<file path="src/bel_pkg.sv">
// Package for the bridge error log: register map, bit positions, carriers.
// Assumes a 32-bit APB slave and one 250 MHz clock.
package bel_pkg;

    localparam logic [11:0] BEL_OFF_STATUS   = 12'h880;
    localparam logic [11:0] BEL_OFF_PCI_ADDR = 12'h040;
    localparam logic [12:0] BEL_OFF_PCI_FULL = 13'h1040;
    localparam logic [31:0] BEL_STATUS_RESET = 32'h0000_0000;
    localparam logic [31:0] BEL_ADDR_RESET   = 32'h0000_0000;

    localparam int BEL_SYS_VALID_BIT = 31;
    localparam int BEL_UNC_B_BIT     = 30;
    localparam int BEL_UNC_A_BIT     = 29;
    localparam int BEL_COR_B_BIT     = 28;
    localparam int BEL_COR_A_BIT     = 27;
    localparam int BEL_NXM_BIT       = 26;
    localparam int BEL_ADDR_PAR_BIT  = 25;
    localparam int BEL_LOST_BIT      = 24;
    localparam int BEL_PIO_BUFFER_OVERFLOW_BIT  = 23;
    localparam int BEL_PCI_VALID_BIT = 4;
    localparam int BEL_INVALID_TRANSLATION_ENTRY_BIT   = 3;
    localparam int BEL_MAB_BIT       = 2;
    localparam int BEL_SYSTEM_ERROR_SEEN_BIT      = 1;
    localparam int BEL_PARITY_ERROR_SEEN_BIT      = 0;

    localparam int BEL_SYS_HI = 30;
    localparam int BEL_SYS_LO = 23;
    localparam int BEL_PCI_HI = 3;
    localparam int BEL_PCI_LO = 0;

    // Hard errors lock the log; correctable ones do not
    localparam logic [31:0] BEL_HARD_MASK = 32'h6680_000F;
    localparam logic [31:0] BEL_W1C_MASK  = 32'h7F80_000F;

    // Error event pulses from system bus, datapath halves and PCI side
    typedef struct packed {
        logic       uncorrectable_ecc_half_b;
        logic       uncorrectable_ecc_half_a;
        logic       correctable_ecc_half_b;
        logic       correctable_ecc_half_a;
        logic       nonexistent_memory;
        logic       sysbus_cmd_addr_parity_error;
        logic       pio_buffer_overflow;
        logic       invalid_translation_entry;
        logic       master_target_abort;
        logic       system_error_seen;
        logic       parity_error_seen;
        logic       special_cycle;
        logic [31:0] pci_addr;
    } bel_events_t;

    typedef struct packed {
        logic        psel;
        logic        penable;
        logic        pwrite;
        logic [12:0] paddr;
        logic [31:0] pwdata;
    } bel_apb_req_t;

    typedef struct packed {
        logic [31:0] prdata;
        logic        pready;
        logic        pslverr;
    } bel_apb_rsp_t;

endpackage : bel_pkg

</file>
<file path="src/bel_sync.sv">
// Three-stage synchroniser for pin-level error inputs.
// Output changes once the second and third stages agree.
`timescale 1ns/100ps
module bel_sync
    import bel_pkg::*;
#(
    parameter int W = 12
)(
    input  wire logic         clock,    // System clock
    input  wire logic         sys_rst,  // Synchronous reset
    input  wire logic [W-1:0] din,      // Asynchronous levels
    output logic      [W-1:0] dout      // Filtered levels
);
    typedef struct packed {
        logic [W-1:0] s1;
        logic [W-1:0] s2;
        logic [W-1:0] s3;
        logic [W-1:0] q;
    } bel_sync_state_t;

    bel_sync_state_t st;
    bel_sync_state_t next_st;

    always_comb
    begin
        next_st    = st;
        next_st.s1 = din;
        next_st.s2 = st.s1;
        next_st.s3 = st.s2;
        for (int i = 0; i < W; i++)
        begin
            if (st.s2[i] == st.s3[i])
                next_st.q[i] = st.s3[i];
        end
    end

    always_ff @(posedge clock)
    begin
        if (sys_rst)
            st <= '0;
        else
            st <= next_st;
    end

    assign dout = st.q;
endmodule : bel_sync

</file>
<file path="src/bel_top.sv">
// Bridge error log: status register, lock logic and PCI failing address.
// Assumes event inputs are single-cycle pulses on the clock domain,
// except the observed bus error lines, which arrive as pin levels.
//
// The APB slave port was decided locally.
`timescale 1ns/100ps
// How it works
// RULE_01: System valid bit is OR of 30:23
// RULE_02: Hard error freezes all but lost bit
// RULE_03: Lock holds until every bit cleared; code releases it once bits 30,29,26,25,23 and 3:0 are clear
// RULE_04: Uncorrectable ECC halves set bits 30,29
// RULE_05: Correctable ECC halves set bits 28,27
// RULE_06: Software clears datapath state first
// RULE_07: Nonexistent memory sets bit 26
// RULE_08: Command/address parity error sets bit 25
// RULE_09: Unloggable error while locked sets bit 24
// RULE_10: Full bridge buffers set bit 23
// RULE_11: PCI valid is OR of 3:0, locks address
// RULE_12: Invalid translation entry sets bit 3
// RULE_13: Target abort sets bit 2, not special
// RULE_14: Observed system error line sets bit 1
// RULE_15: Drive system error on own target abort
// RULE_16: Observed parity error line sets bit 0
// RULE_17: Capture PCI address 31:0 of failure
// RULE_18: Address undefined while PCI valid clear
// RULE_19: Clearing symptoms unlocks system address capture
// RULE_20: Reserved bits 22:5 read zero
module bel_top
(
    input  wire logic         clock,              // 250 MHz clock
    input  wire logic         sys_rst,            // Sync reset, high
    input  wire bel_pkg::bel_apb_req_t apb_req,   // APB request
    output bel_pkg::bel_apb_rsp_t      apb_rsp,   // APB response
    input  wire bel_pkg::bel_events_t  events,    // Error events
    input  wire logic         system_error_seen_pin_n,         // Bus system error in
    input  wire logic         parity_error_seen_pin_n,         // Bus parity error in
    output logic              system_error_seen_out,           // System error out
    output logic              system_error_seen_oe_n,          // System error enable
    output logic              sysbus_capture_lock // Locks sys addr regs
);
    import bel_pkg::*;

    typedef struct packed {
        logic [31:0]  status;
        logic [31:0]  pci_addr;
        logic         system_error_seen_oe_n;
        logic         sys_lock;
        bel_apb_rsp_t rsp;
        logic [1:0]   pin_prev;
    } bel_state_t;

    bel_state_t  st;
    bel_state_t  next_st;
    logic [1:0]  pin_lvl;
    logic [31:0] set_vec;
    logic [31:0] clr_vec;
    logic        locked;
    logic        any_err;
    logic        sys_valid;
    logic        pci_valid;
    logic        wr_go;
    logic        rd_go;
    logic        hit_status;
    logic        hit_addr;

    bel_sync #(
        .W (2)
    ) u_sync (
        .clock   (clock),
        .sys_rst (sys_rst),
        .din     ({~system_error_seen_pin_n, ~parity_error_seen_pin_n}),
        .dout    (pin_lvl)
    );

    always_comb
    begin
        sys_valid  = |st.status[BEL_SYS_HI:BEL_SYS_LO];  // [RULE_01]
        pci_valid  = |st.status[BEL_PCI_HI:BEL_PCI_LO];  // [RULE_11]
        locked     = |(st.status & BEL_HARD_MASK);       // [RULE_03]
        hit_status = apb_req.paddr == {1'b0, BEL_OFF_STATUS};
        hit_addr   = apb_req.paddr == BEL_OFF_PCI_FULL;
        wr_go      = apb_req.psel && apb_req.penable && apb_req.pwrite;
        rd_go      = apb_req.psel && !apb_req.penable && !apb_req.pwrite;

        set_vec = '0;
        set_vec[BEL_UNC_B_BIT]    = events.uncorrectable_ecc_half_b; // [RULE_04]
        set_vec[BEL_UNC_A_BIT]    = events.uncorrectable_ecc_half_a; // [RULE_04]
        set_vec[BEL_COR_B_BIT]    = events.correctable_ecc_half_b;   // [RULE_05]
        set_vec[BEL_COR_A_BIT]    = events.correctable_ecc_half_a;   // [RULE_05]
        set_vec[BEL_NXM_BIT]      = events.nonexistent_memory;       // [RULE_07]
        set_vec[BEL_ADDR_PAR_BIT] = events.sysbus_cmd_addr_parity_error; // [RULE_08]
        set_vec[BEL_PIO_BUFFER_OVERFLOW_BIT] = events.pio_buffer_overflow;      // [RULE_10]
        set_vec[BEL_INVALID_TRANSLATION_ENTRY_BIT]  = events.invalid_translation_entry; // [RULE_12]
        set_vec[BEL_MAB_BIT]      = events.master_target_abort
                                    && !events.special_cycle;        // [RULE_13]
        set_vec[BEL_SYSTEM_ERROR_SEEN_BIT]     = (pin_lvl[1] && !st.pin_prev[1])
                                    || events.system_error_seen; // [RULE_14]
        set_vec[BEL_PARITY_ERROR_SEEN_BIT]     = (pin_lvl[0] && !st.pin_prev[0])
                                    || events.parity_error_seen; // [RULE_16]
        any_err = |set_vec;

        clr_vec = '0;
        if (wr_go && hit_status)
            clr_vec = apb_req.pwdata & BEL_W1C_MASK;  // [RULE_20]

        next_st          = st;
        next_st.pin_prev = pin_lvl;
        next_st.rsp      = '0;

        // While locked, new symptoms are dropped; set wins over clear
        if (locked)
        begin
            next_st.status = st.status & ~clr_vec;    // [RULE_02]
            if (any_err)
                next_st.status[BEL_LOST_BIT] = 1'b1;  // [RULE_09]
        end
        else
        begin
            next_st.status = (st.status & ~clr_vec) | set_vec;
            // A PCI bit cleared in this cycle leaves the log locked, so the address is free for reuse only from the next cycle
            if ((|set_vec[BEL_PCI_HI:BEL_PCI_LO])
                && !(|(st.status[BEL_PCI_HI:BEL_PCI_LO]
                       & ~clr_vec[BEL_PCI_HI:BEL_PCI_LO])))
                next_st.pci_addr = events.pci_addr;   // [RULE_17]
        end
        next_st.status[BEL_SYS_VALID_BIT] = 1'b0;
        next_st.status[BEL_PCI_VALID_BIT] = 1'b0;
        next_st.status[22:5]              = '0;        // [RULE_20]

        // System address capture locks with a hard system-bus error while the log is unlocked
        // While the log is unlocked, a new hard error wins over a clear in the same cycle
        if (|(set_vec[BEL_SYS_HI:BEL_SYS_LO]
              & BEL_HARD_MASK[BEL_SYS_HI:BEL_SYS_LO]) && !locked)
            next_st.sys_lock = 1'b1;
        else if (|clr_vec[BEL_SYS_HI:BEL_SYS_LO])
            next_st.sys_lock = 1'b0;                   // [RULE_19]

        next_st.system_error_seen_oe_n = !(events.master_target_abort
                              && !events.special_cycle); // [RULE_15]

        // Zero-wait APB: pready in the access cycle
        if (apb_req.psel && !apb_req.penable)
        begin
            next_st.rsp.pready  = 1'b1;
            next_st.rsp.pslverr = !(hit_status || hit_addr);
            if (rd_go && hit_status)
            begin
                next_st.rsp.prdata = st.status;
                next_st.rsp.prdata[BEL_SYS_VALID_BIT] = sys_valid;
                next_st.rsp.prdata[BEL_PCI_VALID_BIT] = pci_valid;
            end
            else if (rd_go && hit_addr)
                next_st.rsp.prdata = st.pci_addr;       // [RULE_18]
        end
    end

    always_ff @(posedge clock)
    begin
        if (sys_rst)
        begin
            st           <= '0;
            st.status    <= BEL_STATUS_RESET;
            st.pci_addr  <= BEL_ADDR_RESET;
            st.system_error_seen_oe_n <= 1'b1;
        end
        else
            st <= next_st;
    end

    assign apb_rsp             = st.rsp;
    assign system_error_seen_out            = 1'b0;
    assign system_error_seen_oe_n           = st.system_error_seen_oe_n;
    assign sysbus_capture_lock = st.sys_lock;
endmodule : bel_top

</file>
<file path="config.mk">
export PLATFORM = sky130hd
export DESIGN_NAME = bel_top
export DESIGN_NICKNAME = d
export VERILOG_FILES = /design/src/bel_pkg.sv /design/src/bel_sync.sv /design/src/bel_top.sv
export SDC_FILE = /design/constraint.sdc
export NUM_CORES = 1
export LEC_CHECK = 0
export BUFFER_PORTS_ARGS = -buffer_cell sky130_fd_sc_hd__buf_2
export CAP_MARGIN = 20
export CORE_MARGIN = 5
export CORE_UTILIZATION = 45
export DETAILED_ROUTE_END_ITERATION = 12
export PLACE_DENSITY = 0.76
export REMOVE_ABC_BUFFERS = 1
export SYNTH_ARGS = -nofsm -noshare
export SYNTH_HDL_FRONTEND = slang
export SYNTH_SLANG_ARGS = --single-unit
</file>
<file path="constraint.sdc">
create_clock -name clock -period 1.9 [get_ports clock]
set_input_delay 0.095 -clock clock [delete_from_list [all_inputs] [get_ports clock]]
set_output_delay 0.095 -clock clock [all_outputs]
set_load 0.01 [all_outputs]
</file>
==> summary.log, run 1 <==
qor: clocking.cts_resized 0
qor: route.drt_first_iter_violations 65
qor: run.max_cap_violations 0
qor: synth.cell_count_after_synthesis 371
qor: sta.fin_hold_ws 0.0122 ns
qor: clocking.htree_num_levels 3
qor: clocking.clock_tree_from_tritoncts done
qor: min_path.hold_path_startpoint events[17]
qor: route.remaining_drc_errors 0
qor: pwr.static-leakage-power 0.00208 µW
qor: floorplanning.core 8220 µm²
qor: synth.count_of_yosys_warnings_during_synthesis 0
qor: worst_setup_path.timing_worst_setup_path_type reg2reg
qor: floorplanning.fp.dieW 102 µm
qor: worst_setup_path.setup.worst_path.start_class flop
qor: grt.global_route.usage.total 15.8%
qor: floorplanning.die-area 10,300 µm²
qor: final_layout.mostFrequentLayoutCell sky130_fd_sc_hd__buf_2
qor: final_layout.area_growth 28.3%
qor: synth.synth.distinct_cells 41
qor: synth.synth-seq-area-share 47.6%
qor: min_path.whs_path_depth 3
qor: route.routed-via-count 2,819
qor: sta.rsz_0062_raised_after_global_routing true
qor: grt.global_route_wire_length_before_repair 12.9 mm
qor: sta.fin_worst_skew 0.00827 ns
qor: synth.yosysTopAreaCell sky130_fd_sc_hd__dfxtp_1
qor: pwr.peakVddDrop 0.521 mV
qor: clocking.insertion_delay 0.35 ns
qor: final_layout.finish.instance_area 4850 µm²
qor: placed_design.place_congestion 0.802
qor: pwr.total_power 5390 µW
qor: sta.final_max_slew_viol_count 0
qor: worst_setup_path.crit_fanout 9
qor: worst_setup_path.crit_chain or4_4 > nor3_4 > a21boi_4 > buf_12 > clkbuf_16 > mux2i_1
qor: grt.initial_antenna_violation_count 1
qor: floorplanning.placement_rows 33
qor: sta.final.min_clock_period 1.85 ns
qor: synth.synth_top_area_share 47.6%
qor: synth.syn_area_per_cell 10.2 µm²
qor: route.routed_wire_length 8.16 mm
qor: grt.grt_max_degree 45
qor: worst_setup_path.ff2ff_path_depth 6
qor: synth.mappedNetlistArea 3780 µm²
qor: worst_setup_path.critPathRequiredTime 2.18 ns
qor: synth.yosys_register_bits 90
qor: route.number_of_nets_with_antenna_violations_after_detailed_routing 0
qor: worst_setup_path.worstPathBufferInverterCount 2
qor: worst_setup_path.critPathTopFamily simple AND/OR/NAND/NOR gates
qor: min_path.hold-path-endpoint st[55]
qor: final_layout.drive_above_1_share 31.3%
qor: worst_setup_path.worstPathArrival 2.13 ns
qor: final_layout.antennaDiodeCount 0
qor: worst_setup_path.setup.worst_path.end_class flop
qor: clocking.cts-root-buf sky130_fd_sc_hd__clkbuf_8
qor: worst_setup_path.r2r_setup_slack 0.05 ns
qor: synth.asyncSetResetFlopFracSynth 0%
qor: sta.highest_clock_frequency_the_design_can_meet 541 MHz
qor: route.wire_per_inst 13.7 µm
qor: placed_design.buffer_ports.inserted 111
qor: grt.grt.overflow.total 0
qor: placed_design.hpwl 5.64 mm
qor: worst_setup_path.cp_slowest_cell sky130_fd_sc_hd__or4_4
qor: worst_setup_path.crit_path_max_cell_delay 0.58 ns
qor: sta.timing.slew.headroom 66.1%
qor: clocking.clkSinkCount 90
qor: synth.synth_top_cells_by_area sky130_fd_sc_hd__dfxtp_1 48%, sky130_fd_sc_hd__mux2i_1 8.5%, sky130_fd_sc_hd__nand2b_1 7.3%, sky130_fd_sc_hd__buf_4 6.9%, sky130_fd_sc_hd__or2b_1 6.0%
qor: sta.worstMarginPinSlew 0.508 ns
qor: clocking.numCtsBuffers 9
qor: sta.setup-tns-final 0 ns
qor: outcome.status completed
qor: floorplanning.initial_utilization 46.0%
qor: placed_design.post_dp_cell_area 4260 µm²
qor: grt.grt_pass1_vias 2,749
qor: final_layout.filler_cell_count 701
qor: worst_setup_path.r2r-start st[95]
qor: sta.min_period_over_period 97.3%
qor: min_path.min-delay-path-class in2reg
qor: pwr.power_per_cell_area 1110 nW/µm²
qor: floorplanning.die-height 102 µm
qor: synth.ys_dominant_reg_cell sky130_fd_sc_hd__dfxtp_1
qor: final_layout.final_nets 583
qor: floorplanning.ioPinCount 133
qor: worst_setup_path.r2r_end st[57]
qor: route.detailedRoute.firstPassIterationCount 4
qor: synth.synth_edf_count 0
qor: sta.timing.final.hold_violations 0
qor: sta.final_setup_violating_endpoints 0
qor: clocking.clkTransAtPathRegs 0.09 ns
qor: final_layout.layout_common_cells 111 x sky130_fd_sc_hd__buf_2, 90 x sky130_fd_sc_hd__dfxtp_1, 44 x sky130_fd_sc_hd__nand2b_1
qor: clocking.max-clock-path-buffers 2
qor: route.vias_per_cell 4.72
-- what timing repair did --
action / in CTS / in global routing
endpoints found under the setup margin: 0 / 3
endpoints found under the hold margin: 29 / 2
hold buffers: 29 / 2
setup buffers: 0 / 1
-- cell families after synthesis --
logic type,after synthesis,synth area share (%)
buf+inv,59,9.99
flops,90,47.6
mux,32,8.47
compound gates,49,9.52
other cells,1,0.0991
simple gates,140,24.3
-- final cells by class --
type	count	area (µm²)	area share, %
clock buffers	11	151	3.12
clock inverters	5	62.6	1.29
inverters	6	22.5	0.464
multi-input cells	222	1610	33.2
flip-flops and latches	90	1800	37.1
well taps	105	131	2.71
repair buffers	158	1070	22.1
-- per-layer routing --
layer / global-route usage, % / share of wire, % / up-vias / wire length (µm)
met4: 3.78 / 0.51 / 2 / 42
met1: 19.5 / 45 / 1271 / 3640
met2: 26.4 / 47 / 86 / 3860
met5: 0 / 0.25 / - / 20
li1: - / - / 1451 / -
met3: 5.72 / 7.4 / 9 / 603
-- tightest hold or removal path, stage by stage --
cell	delay [ns]
sky130_fd_sc_hd__buf_2	0.09
sky130_fd_sc_hd__nand2b_1	0.06
sky130_fd_sc_hd__mux2i_1	0.06
-- worst max path at each step --
stage / startpoint / endpoint / slack [ns] / cells after the start
final: st[95] / st[57] / 0.05 / 6
after global routing: st[70] / st[50] / -0.02 / 6
after CTS: st[73] / st[42] / 0.06 / 5
after detailed placement: st[95] / st[42] / 0.08 / 5
after global placement: st[70] / st[63] / 0.13 / 5
after floorplan: st[70] / st[38] / -0.37 / 4
-- Yosys cell counts (2+ instances only) --
cell type	instances
sky130_fd_sc_hd__dfxtp_1	90
sky130_fd_sc_hd__nand2b_1	44
sky130_fd_sc_hd__buf_4	35
sky130_fd_sc_hd__mux2i_1	32
sky130_fd_sc_hd__or2b_1	30
sky130_fd_sc_hd__and2_1	18
sky130_fd_sc_hd__clkbuf_1	13
sky130_fd_sc_hd__nor2_1	13
sky130_fd_sc_hd__a22o_1	12
sky130_fd_sc_hd__a21oi_1	11
sky130_fd_sc_hd__o21ai_0	10
sky130_fd_sc_hd__nor2b_1	7
sky130_fd_sc_hd__inv_1	6
sky130_fd_sc_hd__nand2_1	5
sky130_fd_sc_hd__nand3_1	4
sky130_fd_sc_hd__nor4_1	4
sky130_fd_sc_hd__buf_6	3
sky130_fd_sc_hd__nor3_1	3
sky130_fd_sc_hd__a22o_2	2
sky130_fd_sc_hd__a31oi_1	2
sky130_fd_sc_hd__buf_2	2
sky130_fd_sc_hd__nand4bb_1	2
sky130_fd_sc_hd__nor4_2	2
sky130_fd_sc_hd__o311ai_0	2
sky130_fd_sc_hd__or3_1	2
sky130_fd_sc_hd__or4_4	2
-- state kept, by name (all words and copies together), names as in the netlist --
| signal | flops |
|---|---|
| u_sync.dout | 2 |
| u_sync.next_st | 4 |
| u_sync.st | 2 |
| st | 46 |
| sysbus_capture_lock | 1 |
| system_error_seen_oe_n | 1 |
| apb_rsp | 34 |
-- power by group --
part | leakage, µW | internal (µW) | switching [µW] | total (µW)
Combinational | 0.00125 | 936 | 661 | 1600
Clock | 0.000102 | 684 | 664 | 1350
Sequential | 0.000732 | 2250 | 194 | 2440
Total | 0.00208 | 3870 | 1520 | 5390
-- through the flow --
stage               utilization [%]  worst slack, ns  std cells
finish                         59.1           0.0515        597
global route                   59.1          -0.0218        597
CTS                            58.0           0.0612        592
detailed placement             51.8           0.0757        547
global placement               51.8            0.131        547
floorplan                         -           -0.368        318
Power figures use the tool's default switching activity.
==> run 2: changes to the inputs <==
--- a/config.mk
+++ b/config.mk
@@ -8,10 +8,11 @@
 export BUFFER_PORTS_ARGS = -buffer_cell sky130_fd_sc_hd__buf_2
 export CAP_MARGIN = 20
 export CORE_MARGIN = 5
-export CORE_UTILIZATION = 45
+export CORE_UTILIZATION = 40
 export DETAILED_ROUTE_END_ITERATION = 12
-export PLACE_DENSITY = 0.76
+export PLACE_DENSITY = 0.69
 export REMOVE_ABC_BUFFERS = 1
+export SKIP_LAST_GASP = 1
 export SYNTH_ARGS = -nofsm -noshare
 export SYNTH_HDL_FRONTEND = slang
 export SYNTH_SLANG_ARGS = --single-unit
==> run 2 against run 1 <==
Compared with the run above:
- worst setup slack lost 0.014 ns
- power shrank 2.9%
- largest power group unchanged
- first-iteration DRC count is the same
- critical path depth is the same
- highest routed layer unchanged
- register-to-register slack is essentially flat
- count of clock-buffer cells in the layout is the same
==> summary.log, run 2 (synthesis results as in run 1) <==
qor: worst_setup_path.setup.worst_path.start_class flop
qor: floorplanning.initial_utilization 40.9% [-5.1 points]
qor: grt.initial_antenna_violation_count 1 [unchanged]
qor: outcome.status completed
qor: clocking.max-clock-path-buffers 2 [unchanged]
qor: sta.fin_worst_skew 0.0119 ns [+0.00361 ns]
qor: grt.grt.overflow.total 0 [unchanged]
qor: pwr.power.share.switching 29.0% [+0.80 points]
qor: worst_setup_path.critPathTopFamily simple AND/OR/NAND/NOR gates
qor: pwr.static-leakage-power 0.00210 µW [+0.74%]
qor: min_path.whs_path_depth 3 [unchanged]
qor: final_layout.mostFrequentLayoutCell sky130_fd_sc_hd__buf_2
qor: grt.grt_max_degree 47 [+4.4%]
qor: floorplanning.ioPinCount 133 [unchanged]
qor: clocking.clkSinkCount 90 [unchanged]
qor: route.detailedRoute.firstPassIterationCount 4 [unchanged]
qor: route.routed_wire_length 8.26 mm [+1.2%]
qor: final_layout.area_growth 29.2%
qor: clocking.clkTransAtPathRegs 0.09 ns [about the same]
qor: clocking.htree_num_levels 3 [unchanged]
qor: placed_design.place_congestion 0.876 [+9.3%]
qor: pwr.cellInternalPower 3710 µW [-4.0%]
qor: sta.highest_clock_frequency_the_design_can_meet 537 MHz [-0.74%]
qor: grt.grt_pass1_vias 2,957 [+7.6%]
qor: pwr.power_per_cell_area 1070 nW/µm² [-3.6%]
qor: grt.global_route.usage.total 14.8% [-0.98 points]
qor: final_layout.layout_common_cells 111 x sky130_fd_sc_hd__buf_2, 89 x sky130_fd_sc_hd__dfxtp_1, 44 x sky130_fd_sc_hd__nand2b_1
qor: placed_design.hpwl 5.85 mm [+3.7%]
qor: grt.global_route_wire_length_before_repair 13.8 mm [+6.5%]
qor: worst_setup_path.crit_path_max_cell_delay 0.56 ns [-0.02 ns]
qor: sta.min_period_over_period 98.0% [+0.72 points]
qor: floorplanning.fp.dieW 107 µm [+5.5%]
qor: worst_setup_path.crit_fanout 8 [-1]
qor: worst_setup_path.cp_common_cell sky130_fd_sc_hd__buf_12
qor: final_layout.drive_above_1_share 32.3% [+0.96 points]
qor: min_path.hold-path-endpoint st[42]
qor: floorplanning.die-area 11,500 µm² [+11%]
qor: floorplanning.die-height 107 µm [+5.5%]
qor: min_path.min-delay-path-class in2reg
qor: sta.final.min_clock_period 1.86 ns [+0.0138 ns]
qor: sta.rsz_0062_raised_after_global_routing true
qor: sta.fin_hold_ws 0.0142 ns [+0.00202 ns]
qor: pwr.share_seq_of_total_power 46.5% [+1.2 points]
qor: worst_setup_path.cp_slowest_cell sky130_fd_sc_hd__or4_4
qor: final_layout.final_core_util 52.9% [-6.2 points]
qor: route.wire_per_inst 13.1 µm [-3.8%]
qor: pwr.peakVddDrop 0.409 mV [-21%]
qor: worst_setup_path.crit_chain or4_4 > nor3_4 > a21boi_4 > buf_12 > buf_12 > mux2i_4
qor: sta.timing.final.hold_violations 0 [unchanged]
qor: route.drt_first_iter_violations 65 [unchanged]
qor: worst_setup_path.r2r_end st[66]
qor: route.vias_per_cell 4.52 [-4.2%]
qor: final_layout.largest_register_ff_count 46 [unchanged]
qor: run.max_cap_violations 0 [unchanged]
qor: final_layout.regMostFlops st
qor: final_layout.antennaDiodeCount 0 [unchanged]
qor: sta.final_max_slew_viol_count 0 [unchanged]
qor: sta.final_setup_violating_endpoints 0 [unchanged]
qor: pwr.comb_power_share 32.2% [+2.6 points]
qor: worst_setup_path.timing_worst_setup_path_type reg2reg
qor: route.remaining_drc_errors 0 [unchanged]
qor: final_layout.ff_latch_area 1800 µm² [about the same]
qor: worst_setup_path.r2r-start st[100]
qor: sta.timing.slew.headroom 63.3% [-2.8 points]
qor: clocking.insertion_delay 0.35 ns [about the same]
qor: route.routed-via-count 2,841 [+0.78%]
qor: sta.worstMarginPinSlew 0.550 ns [+0.0422 ns]
qor: final_layout.filler_cell_count 824 [+18%]
qor: worst_setup_path.setup.worst_path.end_class flop
qor: pwr.power.net_switching 1520 µW [-0.17%]
qor: worst_setup_path.critPathRequiredTime 2.18 ns [about the same]
qor: clocking.cts-root-buf sky130_fd_sc_hd__clkbuf_8
qor: final_layout.final_nets 590 [+1.2%]
qor: route.number_of_nets_with_antenna_violations_after_detailed_routing 0 [unchanged]
qor: pwr.clkPwrFrac 21.4% [-3.6 points]
qor: floorplanning.placement_rows 35 [+6.1%]
qor: placed_design.buffer_ports.inserted 111 [unchanged]
qor: clocking.numCtsBuffers 9 [unchanged]
qor: final_layout.multi_input_area 1630 µm² [+0.78%]
qor: clocking.clock_tree_from_tritoncts done
qor: floorplanning.core 9240 µm² [+12%]
qor: worst_setup_path.worstPathBufferInverterCount 2 [unchanged]
qor: worst_setup_path.r2r_setup_slack 0.04 ns [about the same]
qor: worst_setup_path.ff2ff_path_depth 6 [unchanged]
qor: worst_setup_path.worstPathArrival 2.14 ns [about the same]
qor: min_path.hold_path_startpoint events[4]
-- run 2: changes by cell type in the layout (fill, tap and decap cells not counted) --
cell	delta
sky130_fd_sc_hd__mux2i_1	-1
sky130_fd_sc_hd__buf_4	+7
sky130_fd_sc_hd__bufinv_16	-1
sky130_fd_sc_hd__clkinv_2	+3
sky130_fd_sc_hd__clkinv_4	-1
sky130_fd_sc_hd__dfxtp_2	+1
sky130_fd_sc_hd__clkbuf_8	-2
sky130_fd_sc_hd__dfxtp_1	-1
sky130_fd_sc_hd__mux2i_4	+1
sky130_fd_sc_hd__clkbuf_16	-1
sky130_fd_sc_hd__clkinvlp_4	-1
sky130_fd_sc_hd__buf_8	+1
sky130_fd_sc_hd__clkbuf_1	+2
-- run 2: routing by layer --
| layer | up-vias | track usage (%) | wire length (µm) |
|---|---|---|---|
| met3 | 12 | 3.36 | 579 |
| li1 | 1459 | - | - |
| met1 | 1269 | 18.8 | 3810 |
| met4 | 2 | 4.93 | 106 |
| met2 | 99 | 24.9 | 3750 |
| met5 | - | 0 | 13 |
-- run 2: worst max-delay path by stage --
| stage | startpoint | endpoint | slack (ns) | cells after the start |
|---|---|---|---|---|
| 3_3_place_gp | st[70] | st[58] | 0.09 | 5 |
| 4_1_cts | st[70] | st[66] | -0.005 | 5 |
| 6_report | st[100] | st[66] | 0.04 | 6 |
| 3_5_place_dp | st[70] | st[66] | -0.007 | 5 |
| 5_1_grt | st[100] | st[66] | -0.05 | 6 |
| 2_1_floorplan | st[70] | st[38] | -0.37 | 4 |
-- run 2: timing repair --
action,in CTS,in global routing
hold buffers,31,0
pin swaps,0,3
buffers inserted,0,5
setup endpoints to repair,3,36
gates resized for setup,2,6
gates cloned,0,1
hold endpoints to repair,31,0
-- run 2: worst reg2reg max path, cell delays in order, from the launching register on --
cell and delay, ns:
sky130_fd_sc_hd__dfxtp_2 0.33, sky130_fd_sc_hd__or4_4 0.56, sky130_fd_sc_hd__nor3_4 0.19, sky130_fd_sc_hd__a21boi_4 0.22
sky130_fd_sc_hd__buf_12 0.14, sky130_fd_sc_hd__buf_12 0.14, sky130_fd_sc_hd__mux2i_4 0.21
-- run 2: through the flow --
step | cell area, µm² | std cells | power [µW] | setup slack [ns] | setup TNS, ns
2_1_floorplan | 3430 | 318 | 3320 | -0.368 | -16.84
3_3_place_gp | 4310 | 575 | 3800 | 0.0877 | 0
3_5_place_dp | 4310 | 575 | 3840 | -0.00673 | -0.00673
4_1_cts | 4790 | 622 | 5050 | -0.00508 | -0.00508
5_1_grt | 4890 | 628 | 5550 | -0.0545 | -0.504
6_report | 4890 | 628 | 5230 | 0.0377 | 0
-- run 2: power groups by stage --
stage	clock (µW)	sequential, µW	combinational (µW)
after floorplan	0	2430	896
after global placement	0	2460	1340
after detailed placement	0	2480	1370
after CTS	1170	2430	1450
after global routing	1240	2490	1830
final	1120	2430	1680
-- run 2: layout make-up --
| cell class | instances | share of cell area (%) |
|---|---|---|
| sequential | 90 | 36.9 |
| clock inverter | 5 | 0.640 |
| clock buffer | 11 | 2.69 |
| timing repair buffer | 165 | 22.8 |
| multi-input combinational | 222 | 33.2 |
| inverter | 6 | 0.461 |
| tap | 129 | 3.30 |
==> run 3: changes to the inputs <==
--- a/config.mk
+++ b/config.mk
@@ -12,7 +12,7 @@
 export DETAILED_ROUTE_END_ITERATION = 12
 export PLACE_DENSITY = 0.69
 export REMOVE_ABC_BUFFERS = 1
-export SKIP_LAST_GASP = 1
 export SYNTH_ARGS = -nofsm -noshare
 export SYNTH_HDL_FRONTEND = slang
+export SYNTH_HIERARCHICAL = 1
 export SYNTH_SLANG_ARGS = --single-unit
==> run 3 against run 2 <==
Compared with the run above:
- largest cell class unchanged
- non-clock buffer count stayed put
- via count is 2.5% higher
- clock power is 16% higher
- highest routed layer is now met4
- maximum frequency is 1.6% lower
==> summary.log, run 3 <==
qor: outcome.status completed
qor: final_layout.finish.instance_area 4910 µm² [+0.41%]
qor: floorplanning.ioPinCount 133 [unchanged]
qor: final_layout.antennaDiodeCount 0 [unchanged]
qor: floorplanning.initial_utilization 41.0% [about the same]
qor: sta.timing.slew.headroom 64.9% [+1.7 points]
qor: floorplanning.placement_rows 35 [unchanged]
qor: final_layout.largest_register_ff_count 46 [unchanged]
qor: synth.yosysTopAreaCell sky130_fd_sc_hd__dfxtp_1
qor: clocking.numCtsBuffers 9 [unchanged]
qor: clocking.clkSinkCount 90 [unchanged]
qor: route.remaining_drc_errors 0 [unchanged]
qor: floorplanning.die-area 11,500 µm² [about the same]
qor: sta.final_max_slew_viol_count 0 [unchanged]
qor: clocking.clock_tree_from_tritoncts done
qor: worst_setup_path.crit_path_max_cell_delay 0.52 ns [-0.04 ns]
qor: placed_design.dpl.cell_count 573 [-0.35%]
qor: synth.yosys_register_bits 90 [unchanged]
qor: final_layout.final_nets 593 [+0.51%]
qor: placed_design.place_congestion 0.809 [-7.7%]
qor: sta.rsz_0062_raised_after_global_routing true
qor: grt.gr-usage-met2 24.1% [-0.80 points]
qor: worst_setup_path.worst_setup_path_endpoint st[40]
qor: final_layout.area_growth 29.6%
qor: grt.global_route.usage.met1 19.8% [+1.1 points]
qor: clocking.max-clock-path-buffers 2 [unchanged]
qor: route.number_of_nets_with_antenna_violations_after_detailed_routing 0 [unchanged]
qor: sta.worstMarginPinSlew 0.525 ns [-0.0247 ns]
qor: grt.global_route_wire_length_before_repair 14.0 mm [+1.9%]
qor: synth.synth_commonest_cells 90 x sky130_fd_sc_hd__dfxtp_1, 73 x sky130_fd_sc_hd__nand2b_1, 38 x sky130_fd_sc_hd__buf_4, 32 x sky130_fd_sc_hd__mux2i_1, 18 x sky130_fd_sc_hd__and2_1
qor: sta.final.setup.worst_slack 0.00696 ns [-0.0308 ns]
qor: synth.synth.distinct_cells 45 [+9.8%]
qor: placed_design.buffer_ports.inserted 111 [unchanged]
qor: grt.global_route_track_usage_on_met3 3.90% [+0.54 points]
qor: pwr.power_per_cell_area 1100 nW/µm² [+3.3%]
qor: worst_setup_path.cp_slowest_cell sky130_fd_sc_hd__or4_4
qor: grt.initial_antenna_violation_count 0 [-1]
qor: worst_setup_path.crit_chain or4_4 > nor3_4 > a21boi_4 > buf_4 > clkbuf_16 > mux2i_1
qor: min_path.min-delay-path-class in2reg
qor: grt.grt_pass1_vias 2,973 [+0.54%]
qor: floorplanning.core 9240 µm² [unchanged]
qor: synth.synth.most_common_cell sky130_fd_sc_hd__dfxtp_1
qor: final_layout.drive_above_1_share 32.3% [about the same]
qor: sta.final_setup_violating_endpoints 0 [unchanged]
qor: worst_setup_path.timing.critical_path.from st[73]
qor: worst_setup_path.critPathTopFamily simple AND/OR/NAND/NOR gates
qor: synth.synth_top_cells_by_area sky130_fd_sc_hd__dfxtp_1 48%, sky130_fd_sc_hd__nand2b_1 12%, sky130_fd_sc_hd__mux2i_1 8.5%, sky130_fd_sc_hd__buf_4 7.5%, sky130_fd_sc_hd__and2_1 3.0%
qor: worst_setup_path.timing_worst_setup_path_type reg2reg
qor: sta.min_period_over_period 99.6% [+1.6 points]
qor: route.detailedRoute.firstPassIterationCount 4 [unchanged]
qor: worst_setup_path.r2r-start st[73]
qor: grt.grt.overflow.total 0 [unchanged]
qor: floorplanning.fp.dieW 107 µm [about the same]
qor: grt.grt-busiest-layer met2
qor: sta.timing.final.hold_violations 0 [unchanged]
qor: synth.mappedNetlistArea 3790 µm² [about the same]
qor: route.vias_per_cell 4.62 [+2.0%]
qor: worst_setup_path.setup.worst_path.start_class flop
qor: synth.cell_count_after_synthesis 375 [+1.1%]
qor: clocking.htree_num_levels 3 [unchanged]
qor: final_layout.filler_cell_count 824 [unchanged]
qor: pwr.peakVddDrop 0.428 mV [+4.4%]
qor: worst_setup_path.setup.worst_path.end_class flop
qor: final_layout.instances_no_fill 631 [+0.48%]
qor: sta.fin_worst_skew 0.0108 ns [-0.00106 ns]
qor: worst_setup_path.critPathRequiredTime 2.18 ns [about the same]
qor: worst_setup_path.ff2ff_path_depth 6 [unchanged]
qor: worst_setup_path.r2r_end st[40]
qor: clocking.insertion_delay 0.35 ns [about the same]
qor: sta.highest_clock_frequency_the_design_can_meet 528 MHz [-1.6%]
qor: placed_design.hpwl 6.04 mm [+3.3%]
qor: final_layout.layout_common_cells 111 x sky130_fd_sc_hd__buf_2, 89 x sky130_fd_sc_hd__dfxtp_1, 73 x sky130_fd_sc_hd__nand2b_1
qor: sta.final.min_clock_period 1.89 ns [+0.0308 ns]
qor: synth.asyncSetResetFlopFracSynth 0% [unchanged]
qor: floorplanning.die-height 107 µm [about the same]
qor: final_layout.mostFrequentLayoutCell sky130_fd_sc_hd__buf_2
qor: synth.synth_edf_count 0 [unchanged]
qor: synth.count_of_yosys_warnings_during_synthesis 6 [+6]
qor: worst_setup_path.worstPathArrival 2.17 ns [+0.03 ns]
qor: route.routed_wire_length 8.83 mm [+7.0%]
qor: synth.ys_dominant_reg_cell sky130_fd_sc_hd__dfxtp_1
qor: pwr.static-leakage-power 0.00211 µW [+0.40%]
qor: placed_design.post_dp_cell_area 4260 µm² [-1.1%]
qor: worst_setup_path.r2r_setup_slack 0.007 ns [-0.03 ns]
qor: grt.global_route.usage.total 15.2% [+0.40 points]
qor: clocking.clkTransAtPathRegs 0.09 ns [about the same]
qor: worst_setup_path.path_depth 6 [unchanged]
qor: synth.syn_area_per_cell 10.1 µm² [-0.97%]
qor: synth.synth-seq-area-share 47.6% [about the same]
qor: grt.grt_max_degree 60 [+28%]
qor: final_layout.regMostFlops st
qor: placed_design.pre_cts_ws 0.0397 ns [+0.0464 ns]
qor: route.drt_first_iter_violations 84 [+29%]
qor: worst_setup_path.crit_fanout 6 [-2]
qor: route.routed-via-count 2,913 [+2.5%]
qor: worst_setup_path.worstPathBufferInverterCount 2 [unchanged]
qor: run.max_cap_violations 0 [unchanged]
qor: route.wire_per_inst 14.0 µm [+6.5%]
qor: clocking.cts-root-buf sky130_fd_sc_hd__clkbuf_8
qor: synth.synth_top_area_share 47.6% [about the same]
[run 3: cell count changes after synthesis, sizes merged, moves of 2 or more]
cell	delta
inv	+3
nor3	+2
nand2b	+29
nand2	-2
or2b	-30
a21oi	+2
clkbuf	-2
buf	+3
nor2	-4
nor2b	+2
[run 3: kinds of logic after synthesis]
kind of cell | synth area share [%]
and+or+nand+nor | 23.6
DFF | 47.6
buffers and inverters | 10.7
AOI/OAI and AO/OA | 9.58
muxes | 8.46
other | 0.0990
[run 3: what timing repair did]
item | 4_1_cts | 5_1_grt
buffers inserted | 0 | 7
gates resized for setup | 0 | 6
hold endpoints to repair | 32 | 0
setup endpoints to repair | 0 | 33
hold buffers | 32 | 0
[run 3: final cells by class]
type | instances | area (µm²) | share of cell area (%)
Multi-Input combinational cell | 222 | 1600 | 32.5
Clock buffer | 10 | 128 | 2.60
Clock inverter | 6 | 65.1 | 1.33
Timing Repair Buffer | 165 | 1120 | 22.8
Sequential cell | 90 | 1800 | 36.7
Inverter | 9 | 33.8 | 0.688
Tap cell | 129 | 161 | 3.29
[run 3: worst min-delay path, cell delays in order]
cell and delay, ns:
sky130_fd_sc_hd__buf_2 0.07, sky130_fd_sc_hd__nor2b_1 0.08, sky130_fd_sc_hd__nand2b_1 0.08
[run 3: per-stage QoR]
stage          total power, µW  TNS (ns)  hold WS [ns]  utilization, %
2_1_floorplan             3270    -16.31         0.161               -
3_3_place_gp              3710         0         0.307            46.1
3_5_place_dp              3760         0         0.316            46.1
4_1_cts                   5100         0       0.00188            51.6
5_1_grt                   5740    -0.732       0.00438            53.1
6_report                  5420         0        0.0130            53.1
[run 3: worst min-delay path by stage]
| stage | startpoint | end | slack, ns | depth (start not counted) |
|---|---|---|---|---|
| 2_1_floorplan | sys_rst | u_sync/st[3] | 0.16 | 1 |
| 3_3_place_gp | apb_req[2] | st[72] | 0.31 | 2 |
| 3_5_place_dp | apb_req[2] | st[72] | 0.32 | 2 |
| 4_1_cts | events[21] | st[59] | 0.002 | 3 |
| 5_1_grt | events[4] | st[42] | 0.004 | 3 |
| 6_report | events[32] | system_error_seen_oe_n | 0.01 | 3 |
[run 3: power breakdown]
| group | total [µW] | internal, µW | leakage, µW | switching, µW |
|---|---|---|---|---|
| Sequential | 2460 | 2250 | 0.000733 | 211 |
| Combinational | 1660 | 951 | 0.00128 | 713 |
| Clock | 1300 | 614 | 0.0000971 | 685 |
[run 3: layer usage]
layer	wire length [µm]	part of all wire [%]	vias to the layer above
li1	-	-	1465
met1	4070	46	1335
met2	4000	45	98
met3	600	6.8	15
met4	160	1.8	0
met5	0	0	-
